`src/common/sbs_pkg.sv`:
```
// Package for the system bus slave: widths, layout and timing constants.
// Assumes a 50 MHz core clock and an active-low backplane.
package sbs_pkg;
	localparam int SBS_ADDR_W = 24;
	localparam int SBS_IO_ADDR_W = 16;
	localparam int SBS_IO_SHORT_W = 8;
	localparam int SBS_DATA_W = 16;
	localparam int SBS_BYTE_W = 8;
	localparam int SBS_INT_W = 8;
	localparam int SBS_MEM_DEPTH_LOG2 = 8;
	localparam int SBS_CLK_PERIOD_NS = 20;
	localparam int SBS_ACK_RELEASE_NS = 65;
	// Longest time rounds down
	localparam int SBS_ACK_RELEASE_CYC = SBS_ACK_RELEASE_NS / SBS_CLK_PERIOD_NS;
	localparam logic [15:0] SBS_IO_BASE_RST = 16'h0040;
	localparam logic [23:0] SBS_MEM_BASE_RST = 24'h000000;
	localparam logic [7:0] SBS_VECTOR_RST = 8'h20;
	typedef enum logic [4:0] {
		SBS_IDLE = 5'h01,
		SBS_READ = 5'h02,
		SBS_WRITE = 5'h04,
		SBS_ACK = 5'h08,
		SBS_INTERRUPT_ACK = 5'h10
	} sbs_state_type;
endpackage

```
`src/hdl/sbs_sync.sv`:
```
// Three-stage synchroniser for a group of pins.
// Output changes only when stages two and three agree.
module sbs_sync #(
	parameter int WIDTH = 1,
	parameter logic [WIDTH-1:0] INIT = '0
) (
	input wire logic clk_in,
	input wire logic rst_in,
	input wire logic [WIDTH-1:0] pin_in,
	output logic [WIDTH-1:0] level_out
);
	logic [WIDTH-1:0] stage1;
	logic [WIDTH-1:0] stage2;
	logic [WIDTH-1:0] stage3;
	wire [WIDTH-1:0] agree = ~(stage2 ^ stage3);
	wire [WIDTH-1:0] next_level = (agree & stage3) | (~agree & level_out);

	always_ff @(posedge clk_in) begin
		if (rst_in) begin
			stage1 <= INIT;
			stage2 <= INIT;
			stage3 <= INIT;
			level_out <= INIT;
		end else begin
			stage1 <= pin_in;
			stage2 <= stage1;
			stage3 <= stage2;
			level_out <= next_level;
		end
	end
endmodule

```
`src/hdl/sbs_mem.sv`:
```
// Word memory of the slave, with byte write enables and registered read.
// Assumes one access per clock from the slave control.
module sbs_mem #(
	parameter int AW = 8,
	parameter int DW = 16
) (
	input wire logic clk_in,
	input wire logic [AW-1:0] addr_in,
	input wire logic [1:0] wr_en_in,
	input wire logic [DW-1:0] wr_data_in,
	output logic [DW-1:0] rd_data_out
);
	logic [DW-1:0] mem [0:(1<<AW)-1];
	always_ff @(posedge clk_in) begin
		if (wr_en_in[0]) begin
			mem[addr_in][DW/2-1:0] <= wr_data_in[DW/2-1:0];
		end
		if (wr_en_in[1]) begin
			mem[addr_in][DW-1:DW/2] <= wr_data_in[DW-1:DW/2];
		end
		rd_data_out <= mem[addr_in];
	end
endmodule

```
`src/hdl/sbs_slave.sv`:
```
// System bus slave: RAM or ROM window, I/O port, interrupt source.
// Assumes all bus pins are active low and arrive asynchronously; lines
// released by this module float high through backplane pull-ups.
// Behaviour
// - Active-low pins; released lines float high.
// - Contention logic follows bus clock, any speed; here the bus clock is only counted on busclk_edges_out.
// - Command means valid address; perform it.
// - Acknowledge only after data placed/taken.
// - System reset forces known state.
// - Twenty-four address lines for memory.
// - I/O uses lower sixteen address lines.
// - I/O decode selectable: 8 or 16 bits.
// - RAM override line silences RAM slaves.
// - ROM override line silences ROM slaves.
// - Upper byte enable selects data bits 8-F.
// - Sixteen data lines, line zero least significant.
// - Eight request lines, zero highest priority; here one request output only, INT_LINE unused.
// - Interrupt ack freezes status, vector on data.
// - Acknowledge released within 65ns of command removal; here up to four core clocks (80ns) later.
// - Word transfer: upper enable, address bit zero low.
module sbs_slave
	import sbs_pkg::*;
#(
	parameter int MEM_AW = SBS_MEM_DEPTH_LOG2,
	parameter int INT_LINE = 3
) (
	input wire logic clk_in,
	input wire logic rst_in,
	input wire logic bus_clock_n_in,
	input wire logic init_n_in,
	input wire logic memory_read_cmd_n_in,
	input wire logic memory_write_cmd_n_in,
	input wire logic io_read_cmd_n_in,
	input wire logic io_write_cmd_n_in,
	input wire logic [SBS_ADDR_W-1:0] address_lines_n_in,
	input wire logic ram_override_n_in,
	input wire logic rom_override_n_in,
	input wire logic upper_byte_enable_n_in,
	input wire logic [SBS_DATA_W-1:0] data_lines_n_in,
	output logic [SBS_DATA_W-1:0] data_lines_n_out,
	output logic [SBS_DATA_W-1:0] data_lines_oe_out,
	output logic transfer_ack_n_out,
	output logic transfer_ack_oe_out,
	input wire logic interrupt_ack_n_in,
	output logic int_request_n_out,
	output logic int_request_oe_out,
	input wire logic cfg_io_full_decode_in,
	input wire logic cfg_is_rom_in,
	input wire logic [SBS_IO_ADDR_W-1:0] cfg_io_base_in,
	input wire logic [SBS_ADDR_W-1:0] cfg_mem_base_in,
	input wire logic [SBS_BYTE_W-1:0] cfg_vector_in,
	input wire logic irq_event_in,
	output logic irq_pending_out,
	output logic [SBS_DATA_W-1:0] io_port_out,
	output logic [SBS_INT_W-1:0] busclk_edges_out
);
	localparam int CTRL_W = 9;
	localparam logic [CTRL_W-1:0] CTRL_IDLE = 9'h1ff;

	logic [CTRL_W-1:0] ctrl_sync;
	logic [SBS_ADDR_W-1:0] addr_sync;
	logic [SBS_DATA_W-1:0] data_sync;
	logic bclk_sync;
	logic bclk_prev;
	sbs_state_type state;
	sbs_state_type next_state;
	logic [SBS_DATA_W-1:0] rd_hold;
	logic [SBS_DATA_W-1:0] io_port;
	logic [1:0] lane_hold;
	logic mem_sel_hold;
	logic [1:0] wait_cnt;
	logic [SBS_DATA_W-1:0] mem_rd_data;

	// Synchronise every incoming pin, active-low to active-high inside
	sbs_sync #(.WIDTH(CTRL_W), .INIT(CTRL_IDLE)) u_ctrl_sync (
		.clk_in(clk_in),
		.rst_in(rst_in),
		.pin_in({init_n_in, memory_read_cmd_n_in, memory_write_cmd_n_in,
			io_read_cmd_n_in, io_write_cmd_n_in, ram_override_n_in,
			rom_override_n_in, upper_byte_enable_n_in, interrupt_ack_n_in}),
		.level_out(ctrl_sync)
	);
	sbs_sync #(.WIDTH(SBS_ADDR_W), .INIT('1)) u_addr_sync (
		.clk_in(clk_in),
		.rst_in(rst_in),
		.pin_in(address_lines_n_in),
		.level_out(addr_sync)
	);
	sbs_sync #(.WIDTH(SBS_DATA_W), .INIT('1)) u_data_sync (
		.clk_in(clk_in),
		.rst_in(rst_in),
		.pin_in(data_lines_n_in),
		.level_out(data_sync)
	);
	sbs_sync #(.WIDTH(1), .INIT(1'b1)) u_bclk_sync (
		.clk_in(clk_in),
		.rst_in(rst_in),
		.pin_in(bus_clock_n_in),
		.level_out(bclk_sync)
	);

	wire init_act = ~ctrl_sync[8];
	wire mrd = ~ctrl_sync[7];
	wire mwr = ~ctrl_sync[6];
	wire ird = ~ctrl_sync[5];
	wire iwr = ~ctrl_sync[4];
	wire inh_ram = ~ctrl_sync[3];
	wire inh_rom = ~ctrl_sync[2];
	wire bhe = ~ctrl_sync[1];
	wire interrupt_ack = ~ctrl_sync[0];
	wire [SBS_ADDR_W-1:0] addr = ~addr_sync;
	wire [SBS_DATA_W-1:0] wdata = ~data_sync;
	wire soft_rst = rst_in | init_act;
	wire any_cmd = mrd | mwr | ird | iwr;

	// Decode for the I/O space only; memory uses mem_hit
	function automatic logic io_match(input logic [SBS_ADDR_W-1:0] a,
		input logic [SBS_IO_ADDR_W-1:0] base, input logic full);
		logic lo_eq;
		logic hi_eq;
		lo_eq = a[SBS_IO_SHORT_W-1:0] == base[SBS_IO_SHORT_W-1:0];
		hi_eq = a[SBS_IO_ADDR_W-1:SBS_IO_SHORT_W]
			== base[SBS_IO_ADDR_W-1:SBS_IO_SHORT_W];
		// Upper bits ignored in short mode; masters may drive junk there
		io_match = lo_eq & (hi_eq | ~full);
	endfunction

	wire mem_hit = addr[SBS_ADDR_W-1:MEM_AW+1] == cfg_mem_base_in[SBS_ADDR_W-1:MEM_AW+1];
	wire inhibited = cfg_is_rom_in ? inh_rom : inh_ram;
	wire mem_sel = (mrd | mwr) & mem_hit & ~inhibited;
	wire io_sel = (ird | iwr) & io_match(addr, cfg_io_base_in, cfg_io_full_decode_in);
	wire sel_rd = (mrd & mem_sel) | (ird & io_sel);
	wire sel_wr = (mwr & mem_sel & ~cfg_is_rom_in) | (iwr & io_sel);
	wire sel_rom_wr = mwr & mem_sel & cfg_is_rom_in;
	// Byte lanes: bit0 low lane, bit1 high lane
	wire word_xfer = bhe & ~addr[0];
	wire odd_high = bhe & addr[0];
	wire [1:0] lanes = word_xfer ? 2'h3 : (odd_high ? 2'h2 : 2'h1);
	// Odd byte without upper enable arrives on the low lane and is written to the high lane
	wire swap = ~bhe & addr[0];
	wire [SBS_DATA_W-1:0] wdata_aligned = swap ? {wdata[SBS_BYTE_W-1:0],
		wdata[SBS_BYTE_W-1:0]} : wdata;
	wire [1:0] wr_lanes = swap ? 2'h2 : lanes;

	wire [MEM_AW-1:0] mem_addr = addr[MEM_AW:1];
	wire [1:0] mem_we = (state == SBS_IDLE && mwr && mem_sel && !cfg_is_rom_in)
		? wr_lanes : 2'h0;

	sbs_mem #(.AW(MEM_AW), .DW(SBS_DATA_W)) u_mem (
		.clk_in(clk_in),
		.addr_in(mem_addr),
		.wr_en_in(mem_we),
		.wr_data_in(wdata_aligned),
		.rd_data_out(mem_rd_data)
	);

	// Bus clock edge count; no free-running assumption, edges may stop
	wire bclk_rise = bclk_sync & ~bclk_prev;

	// Interrupt source; a new event beats a same-cycle acknowledge clear
	logic irq_pend;
	logic interrupt_ack_prev;
	// Vector register loads in the first INTERRUPT_ACK cycle; ack waits one more
	logic vec_loaded;
	wire interrupt_ack_rise = interrupt_ack & ~interrupt_ack_prev;
	wire next_irq = irq_event_in | (irq_pend & ~interrupt_ack_rise);

	always_comb begin
		next_state = state;
		case (state)
			SBS_IDLE: begin
				if (interrupt_ack && irq_pend) begin
					next_state = SBS_INTERRUPT_ACK;
				end else if (sel_rd) begin
					next_state = SBS_READ;
				end else if (sel_wr || sel_rom_wr) begin
					next_state = SBS_WRITE;
				end
			end
			SBS_READ: next_state = SBS_ACK;
			SBS_WRITE: next_state = SBS_ACK;
			SBS_INTERRUPT_ACK: next_state = interrupt_ack ? SBS_INTERRUPT_ACK : SBS_IDLE;
			SBS_ACK: next_state = any_cmd ? SBS_ACK : SBS_IDLE;
			default: next_state = SBS_IDLE;
		endcase
	end

	always_ff @(posedge clk_in) begin
		if (soft_rst) begin
			state <= SBS_IDLE;
			mem_sel_hold <= 1'b0;
			lane_hold <= 2'h0;
		end else begin
			state <= next_state;
			if (state == SBS_IDLE) begin
				mem_sel_hold <= mrd;
				lane_hold <= lanes;
			end
		end
	end

	// Read data stage: memory word registers one cycle after selection
	wire [SBS_DATA_W-1:0] rd_src = mem_sel_hold ? mem_rd_data : io_port;
	wire [SBS_DATA_W-1:0] rd_swapped = (~lane_hold[1] & ~lane_hold[0]) ? rd_src
		: rd_src;
	wire swap_rd = (lane_hold == 2'h1) & addr[0];
	wire [SBS_DATA_W-1:0] rd_aligned = swap_rd ? {rd_swapped[SBS_DATA_W-1:SBS_BYTE_W],
		rd_swapped[SBS_DATA_W-1:SBS_BYTE_W]} : rd_swapped;

	always_ff @(posedge clk_in) begin
		if (soft_rst) begin
			rd_hold <= '0;
			io_port <= '0;
			wait_cnt <= 2'h0;
		end else begin
			if (state == SBS_READ) begin
				rd_hold <= rd_aligned;
			end else if (state == SBS_INTERRUPT_ACK) begin
				rd_hold <= {{SBS_BYTE_W{1'b0}}, cfg_vector_in};
			end
			if (state == SBS_IDLE && iwr && io_sel) begin
				if (wr_lanes[0]) begin
					io_port[SBS_BYTE_W-1:0] <= wdata_aligned[SBS_BYTE_W-1:0];
				end
				if (wr_lanes[1]) begin
					io_port[SBS_DATA_W-1:SBS_BYTE_W] <= wdata_aligned[SBS_DATA_W-1:SBS_BYTE_W];
				end
			end
			wait_cnt <= (state == SBS_ACK && !any_cmd) ? wait_cnt + 2'h1 : 2'h0;
		end
	end

	always_ff @(posedge clk_in) begin
		if (soft_rst) begin
			irq_pend <= 1'b0;
			interrupt_ack_prev <= 1'b0;
			vec_loaded <= 1'b0;
			bclk_prev <= 1'b1;
			busclk_edges_out <= '0;
		end else begin
			irq_pend <= next_irq;
			interrupt_ack_prev <= interrupt_ack;
			vec_loaded <= state == SBS_INTERRUPT_ACK;
			bclk_prev <= bclk_sync;
			busclk_edges_out <= busclk_edges_out + {{(SBS_INT_W-1){1'b0}}, bclk_rise};
		end
	end

	// Acknowledge only once data is on the lines or taken
	wire vec_ack = state == SBS_INTERRUPT_ACK && vec_loaded && interrupt_ack;
	wire ack_act = (state == SBS_ACK && any_cmd) || vec_ack;
	wire drive_data = (state == SBS_ACK && mem_sel_hold | (lane_hold != 2'h0))
		&& (mrd || ird) || vec_ack;
	wire [1:0] drive_lanes = state == SBS_INTERRUPT_ACK ? 2'h1 : lane_hold;

	// Drive low when asserted, release otherwise for the pull-up
	assign transfer_ack_n_out = 1'b0;
	assign transfer_ack_oe_out = ack_act;
	assign data_lines_n_out = ~rd_hold;
	// Swapped odd byte travels on the low lane only
	assign data_lines_oe_out = drive_data ? {{SBS_BYTE_W{drive_lanes[1]}},
		{SBS_BYTE_W{drive_lanes[0]}}} : '0;
	// Single request output, INT_LINE unused; lower line number means higher priority
	assign int_request_n_out = 1'b0;
	assign int_request_oe_out = irq_pend;
	assign irq_pending_out = irq_pend;
	assign io_port_out = io_port;
endmodule

```
`config.mk`:
```
export PLATFORM = sky130hd
export DESIGN_NAME = sbs_slave
export DESIGN_NICKNAME = d
export VERILOG_FILES = /design/src/common/sbs_pkg.sv /design/src/hdl/sbs_sync.sv /design/src/hdl/sbs_mem.sv /design/src/hdl/sbs_slave.sv
export SDC_FILE = /design/constraint.sdc
export NUM_CORES = 2
export LEC_CHECK = 0
export BUFFER_PORTS_ARGS = -buffer_cell sky130_fd_sc_hd__buf_2
export CAP_MARGIN = 5
export CORE_ASPECT_RATIO = 0.6
export CORE_UTILIZATION = 55
export DETAILED_ROUTE_END_ITERATION = 12
export GPL_ROUTABILITY_DRIVEN = 1
export PLACE_DENSITY = 0.7
export SKIP_CTS_REPAIR_TIMING = 1
export SYNTH_ARGS = -nofsm -noshare
export SYNTH_HDL_FRONTEND = slang
export SYNTH_SLANG_ARGS = --single-unit
```
`constraint.sdc`:
```
create_clock -name clk_in -period 16.1 [get_ports clk_in]
set_clock_uncertainty 0.05 [all_clocks]
set_input_delay 4.83 -clock clk_in [delete_from_list [all_inputs] [get_ports clk_in]]
set_output_delay 4.83 -clock clk_in [all_outputs]
set_load 0.1 [all_outputs]
```
Word-level counts from Yosys, hierarchy flattened
Memories as Yosys holds them, arrays and structs flattened. A register that Yosys moved wholly into a read port is not among the register bits.
Index checks and enable logic that the tools add are counted.

storage, ports and cells
  flip-flop bits (word level) = 252
  latch bits = 0
  memory bits (writable) = 4096
  bits in read-only memories = 0
  bits of input ports = 103
  output and inout bits = 61
  word-level logic and storage cells = 151
  memories = 1

operators by class
  $add $sub $neg = 1
  multipliers = 0
  divide/modulo/power cells = 0
  magnitude comparators = 0
  eq/ne operators = 10
  shift operators = 0
  mux-type cells = 22
  bitwise logic cells = 69
  reduce and logical (&&, ||, !) cells = 21

memory list
  name       words  width  read ports  clocked after Yosys merged registers in  write ports  RTL line       RTL
  u_mem.mem  256    16     1           1                                        1            sbs_mem.sv:13  logic [DW-1:0] mem [0:(1<<AW)-1];

operator list
  operator                            number
  2-to-1 mux 16 bit                   5
  NOT 24 bit                          3
  NOT 16 bit                          4
  AND 24 bit                          2
  AND 16 bit                          2
  OR 24 bit                           1
  bitwise XOR 24 bit                  1
  2-to-1 mux 5 bit                    4
  one-hot mux 5 bit (4 select lines)  1
  AND 1 bit                           19
  AND 9 bit                           2
  NOT 9 bit                           2
  NOT 1 bit                           17
  equality test 8 bit                 2
  OR 16 bit                           1
  bitwise XOR 16 bit                  1
  equality test 15 bit                1
  logical AND 1 bit                   11
  OR 1 bit                            11
  2-to-1 mux 2 bit                    5
  OR 9 bit                            1
  bitwise XOR 9 bit                   1
  adder 8 x 1 -> 8 bit                1
  2-to-1 mux 8 bit                    1
  15 further kinds                    24

Longest topological paths before layout
  depth after elaboration = 12
  gate-level depth with buffers = 13

Modules after synthesis
A second synthesis with hierarchy kept.

second synthesis, totals
  cell total of the unflattened synthesis = 7948
  area total of the unflattened synthesis = 165451.2 µm²

by module, submodules not included
  module                   instances  cells each  area an instance (µm²)  sequential area each (µm²)
  sbs_mem                  1          7034        156412.5                123318.3
  sbs_slave                1          394         3109.2                  1041.0
  sbs_sync at u_addr_sync  1          250         2830.2                  1921.8
  sbs_sync at u_data_sync  1          167         1914.3                  1281.2
  sbs_sync at u_ctrl_sync  1          93          1069.8                  720.7
  sbs_sync at u_bclk_sync  1          10          115.1                   80.1

Least setup slack after synthesis
No wires, ideal clock.

  path type = register to register
  start = register (tool-made name)
  end = memory u_mem.mem[0][15] (data pin)
  arrival = 10210 ps
  data required time = 14467 ps
  slack = 4257 ps
  cell stages (with the launch flop) = 4
  period minus slack after synthesis = 11843 ps
  cell sequence = dfxtp_1 inv_1 nor2_1 a21oi_1

RTL lines
  what              RTL line
  end: declaration  sbs_mem.sv:13

Worst setup path in the final report
  start = input cfg_mem_base_in[11]
  end = memory u_mem.mem[54][13] (enable)

between the ends
  longest elaborated chain between the ends = 8

ends and longest elaborated chain
  what                                    RTL line          RTL
  start: declaration                      sbs_slave.sv:50   input wire logic [SBS_ADDR_W-1:0] cfg_mem_base_in,
  equality test 15 bit                    sbs_slave.sv:128  wire mem_hit = addr[SBS_ADDR_W-1:MEM_AW+1] == cfg_mem_base_in[SBS_ADDR_W-1:MEM_AW+1];
  AND 1 bit (2 in a row)                  sbs_slave.sv:130  wire mem_sel = (mrd | mwr) & mem_hit & ~inhibited;
  logical AND 1 bit (2 in a row)          sbs_slave.sv:146  wire [1:0] mem_we = (state == SBS_IDLE && mwr && mem_sel && !cfg_is_rom_in)
  2-to-1 mux 2 bit                        sbs_slave.sv:147  ? wr_lanes : 2'h0;
  2-to-1 mux 1 bit                        sbs_mem.sv:18     if (wr_en_in[1]) begin
  2-to-1 mux 1 bit (implied by the code)  sbs_mem.sv:19     mem[addr_in][DW-1:DW/2] <= wr_data_in[DW-1:DW/2];

Every way passes these cells.

==> results_dict.tcl <==
set metrics [dict create \
    cts-root-buf "clkbuf_16" \
    slowest_stage "nand4_1" \
    design.die.area_mm2 0.3065 \
    cts.sinks 4364 \
    synth_edf_count 4096 \
    cp_data_required_time_ps 16550 \
    path_cells "buf_2 > xor2_1 > nand4_1 > nor3_1 > nor4bb_4 > buf_4 > nand4_1 > buf_4 > nor2_1" \
    critical_path.max_stage_delay_ps 1070 \
    max-slew-margin-rel_pct 5.598 \
    fmaxAchievable_mhz 115.6 \
    start_kind "input port" \
    synth-seq-cells 4364 \
    synth_fa_ha_area_share_pct 0.01496 \
    finalHoldViolCount 0 \
    crit_buf_inv 3 \
    tightest_slew_ps 1416 \
    synth_area_mm2 0.1673 \
    wl_per_cell_um 35.42 \
    gp_congestion 0.8599 \
    period_needed_ps 8649 \
    clkTransAtPathRegs_ps 60 \
    wl_um 442700 \
    area_growth_pct 10.23 \
    r2r_slack_ps 9280 \
    layout.nets 8270 \
    num_vias 85050 \
    cp_top_family "simple AND/OR/NAND/NOR gates" \
    arrival_ps 9100 \
    dieHeight_um 429.2 \
    track_usage_pct 28.74 \
    end_kind "flip-flop" \
    rr_worst_depth 10 \
    async_flop_share_pct 0 \
    nFillCells 20280 \
    fp.dieW_um 714.0 \
    synth.distinct_cells 66 \
    dr.pass1.iters 6 \
    clockBufferDepth 4 \
    port_buffers 152 \
    cts_tree "yes" \
    ys.flop_type "edfxtp_1" \
    slew_violations 0 \
    synth-compound-area-share_pct 2.398 \
    grt_pass1_wl_um 623300 \
    htree_levels 5 \
    fin_crit_sh_pct 53.72 \
    overflow 0 \
    critPathMaxFanout 32 \
    synth_seq_area_share_pct 76.72 \
    cap_violations 0 \
    syn_inst 7942 \
    drive_gt1_share_pct 25.98 \
    yosysWarnings 0 \
    viasPerCell 6.805 \
    place_hpwl_um 266900 \
    antenna_found_initial 33 \
    drc_errors 0 \
    synthMuxAreaShare_pct 16.01 \
    ir_worst_vdd_mv 0.09550 \
    critPathKind "input port to flip-flop" \
    final_area_mm2 0.1844 \
    placedCellCount 11830 \
    std_cell_rows 156 \
    p_per_area_mw_per_mm2 116.0 \
    drt_iter0_drc 14550 \
    avgSynthCellArea_um2 21.07 \
    synth-xor-area-share_pct 0.1989 \
    postRouteAntennaNets 0 \
    coreArea_mm2 0.3020 \
    io_pins 164 \
    start_util_pct 55.41 \
    crit_start "cfg_mem_base_in[11]" \
    fin_setup_tns_ps 0 \
    cp.depth 9 \
    pre_cts_ws_ps 6752 \
    rsz0062_at_grt "false" \
    leakagePower_nw 61.27 \
    setup_viol 0 \
    run_status "completed" \
    power_mw 21.39 \
    mostFrequentLayoutCells "edfxtp_1 (4096), mux4_2 (1095), nor2_1 (623), clkbuf_16 (379), dfxtp_1 (259)" \
    final_common_cell "edfxtp_1" \
    yosys.area_share.simple_pct 3.037 \
    min_path_type "flip-flop to flip-flop" \
    synth_top_family_by_area "multiplexers" \
    crit_end "u_mem.mem[54][13]" \
    final_cells 12500 \
    cts_made_buffers 365 \
    placed_cell_area_mm2 0.1725 \
    grt_max_degree 226 \
    finalWorstSetupSlack_ps 7451 \
    worstSkewPairLatency_ps 930 \
    grt_pass1_vias 81540 \
    r2r-end "u_mem.rd_data_out[13]" \
]
## synthesized netlist by cell type, types with 8 or more instances
library cell	n	area, um^2
o21ai_0	29	145.1
nor2_1	631	2369
dfxtp_1	268	5365
or2_2	159	994.7
nand3_1	72	360.4
nand2b_1	13	81.33
xnor2_1	8	70.07
nand2_1	90	337.8
mux2i_1	182	1822
and2_1	8	50.05
xor2_1	30	262.8
nand4_1	36	225.2
buf_6	35	394.1
mux4_2	1095	24660
a21oi_1	167	835.8
buf_1	49	183.9
o221ai_1	9	78.83
clkbuf_1	190	713.2
mux2_2	27	304.0
nor4_1	22	137.6
nor2b_1	17	106.4
a22oi_1	190	1426
o21bai_1	50	375.4
a211oi_1	38	285.3
edfxtp_1	4096	123000
buf_4	76	570.6
inv_1	34	127.6
o22ai_1	74	462.9
buf_2	142	710.7
## report_power, final
part           leakage (nW)  switching (mW)  total, mW  internal, mW
clock                  5.77            4.06       9.02          4.96
combinational          14.5          0.0791      0.124        0.0446
sequential             41.0         0.00917       12.2          12.2
## flip-flops by register name, indices dropped and copies added, names as in the netlist, 2 cells and up, named ones only
signal,cells
u_addr_sync.stage1,24
rd_hold,16
u_data_sync.stage1,16
u_mem.rd_data_out,16
state,5
u_addr_sync.stage3,24
u_ctrl_sync.stage2,9
u_ctrl_sync.stage3,9
u_addr_sync.stage2,24
busclk_edges_out,8
u_data_sync.stage2,16
u_mem.mem,4096
lane_hold,2
u_data_sync.stage3,16
io_port_out,16
u_ctrl_sync.stage1,9
## worst min-delay path by stage
stage | to | cells past startpoint | slack, ps | start
finish | u_data_sync.stage2[1] | 1 | 360 | u_data_sync.stage1[1]
global route | u_addr_sync.stage2[19] | 1 | 370 | u_addr_sync.stage1[19]
CTS | u_data_sync.stage2[1] | 1 | 360 | u_data_sync.stage1[1]
detailed placement | u_data_sync.stage2[1] | 1 | 340 | u_data_sync.stage1[1]
global placement | u_addr_sync.stage2[15] | 1 | 340 | u_addr_sync.stage1[15]
floorplan | u_addr_sync.stage2[0] | 1 | 340 | u_addr_sync.stage1[0]
## cell families (layout without fill, tap and decap cells)
kind of cell / count (synthesis) / in the layout
DFF: 4364 / 4364
muxes: 1304 / 1304
and+or+nand+nor: 1101 / 1101
AOI/OAI and AO/OA: 605 / 605
xor gates and xnor gates: 38 / 38
adders and majority gates: 2 / 2
buffers and inverters: 527 / 1039
other: 1 / 17
## final cells by class
class | count | area, um^2 | area share (%)
multi-input combinational | 3052 | 36520 | 19.80
antenna | 15 | 37.54 | 0.02035
sequential | 4364 | 128400 | 69.62
clock buffer | 462 | 9857 | 5.345
clock inverter | 195 | 1987 | 1.077
timing repair buffer | 347 | 2409 | 1.306
tap | 4029 | 5041 | 2.733
inverter | 35 | 186.4 | 0.1011
## through the flow
stage                     hold WS, ps  utilization [%]
after CTS                       358.0            61.06
after floorplan                 339.5                -
after global placement          342.5            57.14
after global routing            366.5            61.06
after detailed placement        342.3            57.14
final                           357.0            61.08
## routing by layer
layer	vias up	track usage (%)	share of wire (%)
met1	44890	44.77	39
met5	-	0	0.031
met3	752	9.275	15
met4	20	7.640	3.0
met2	6173	39.47	43
li1	33220	-	-
No activity file was read; power rests on OpenSTA's default activity.
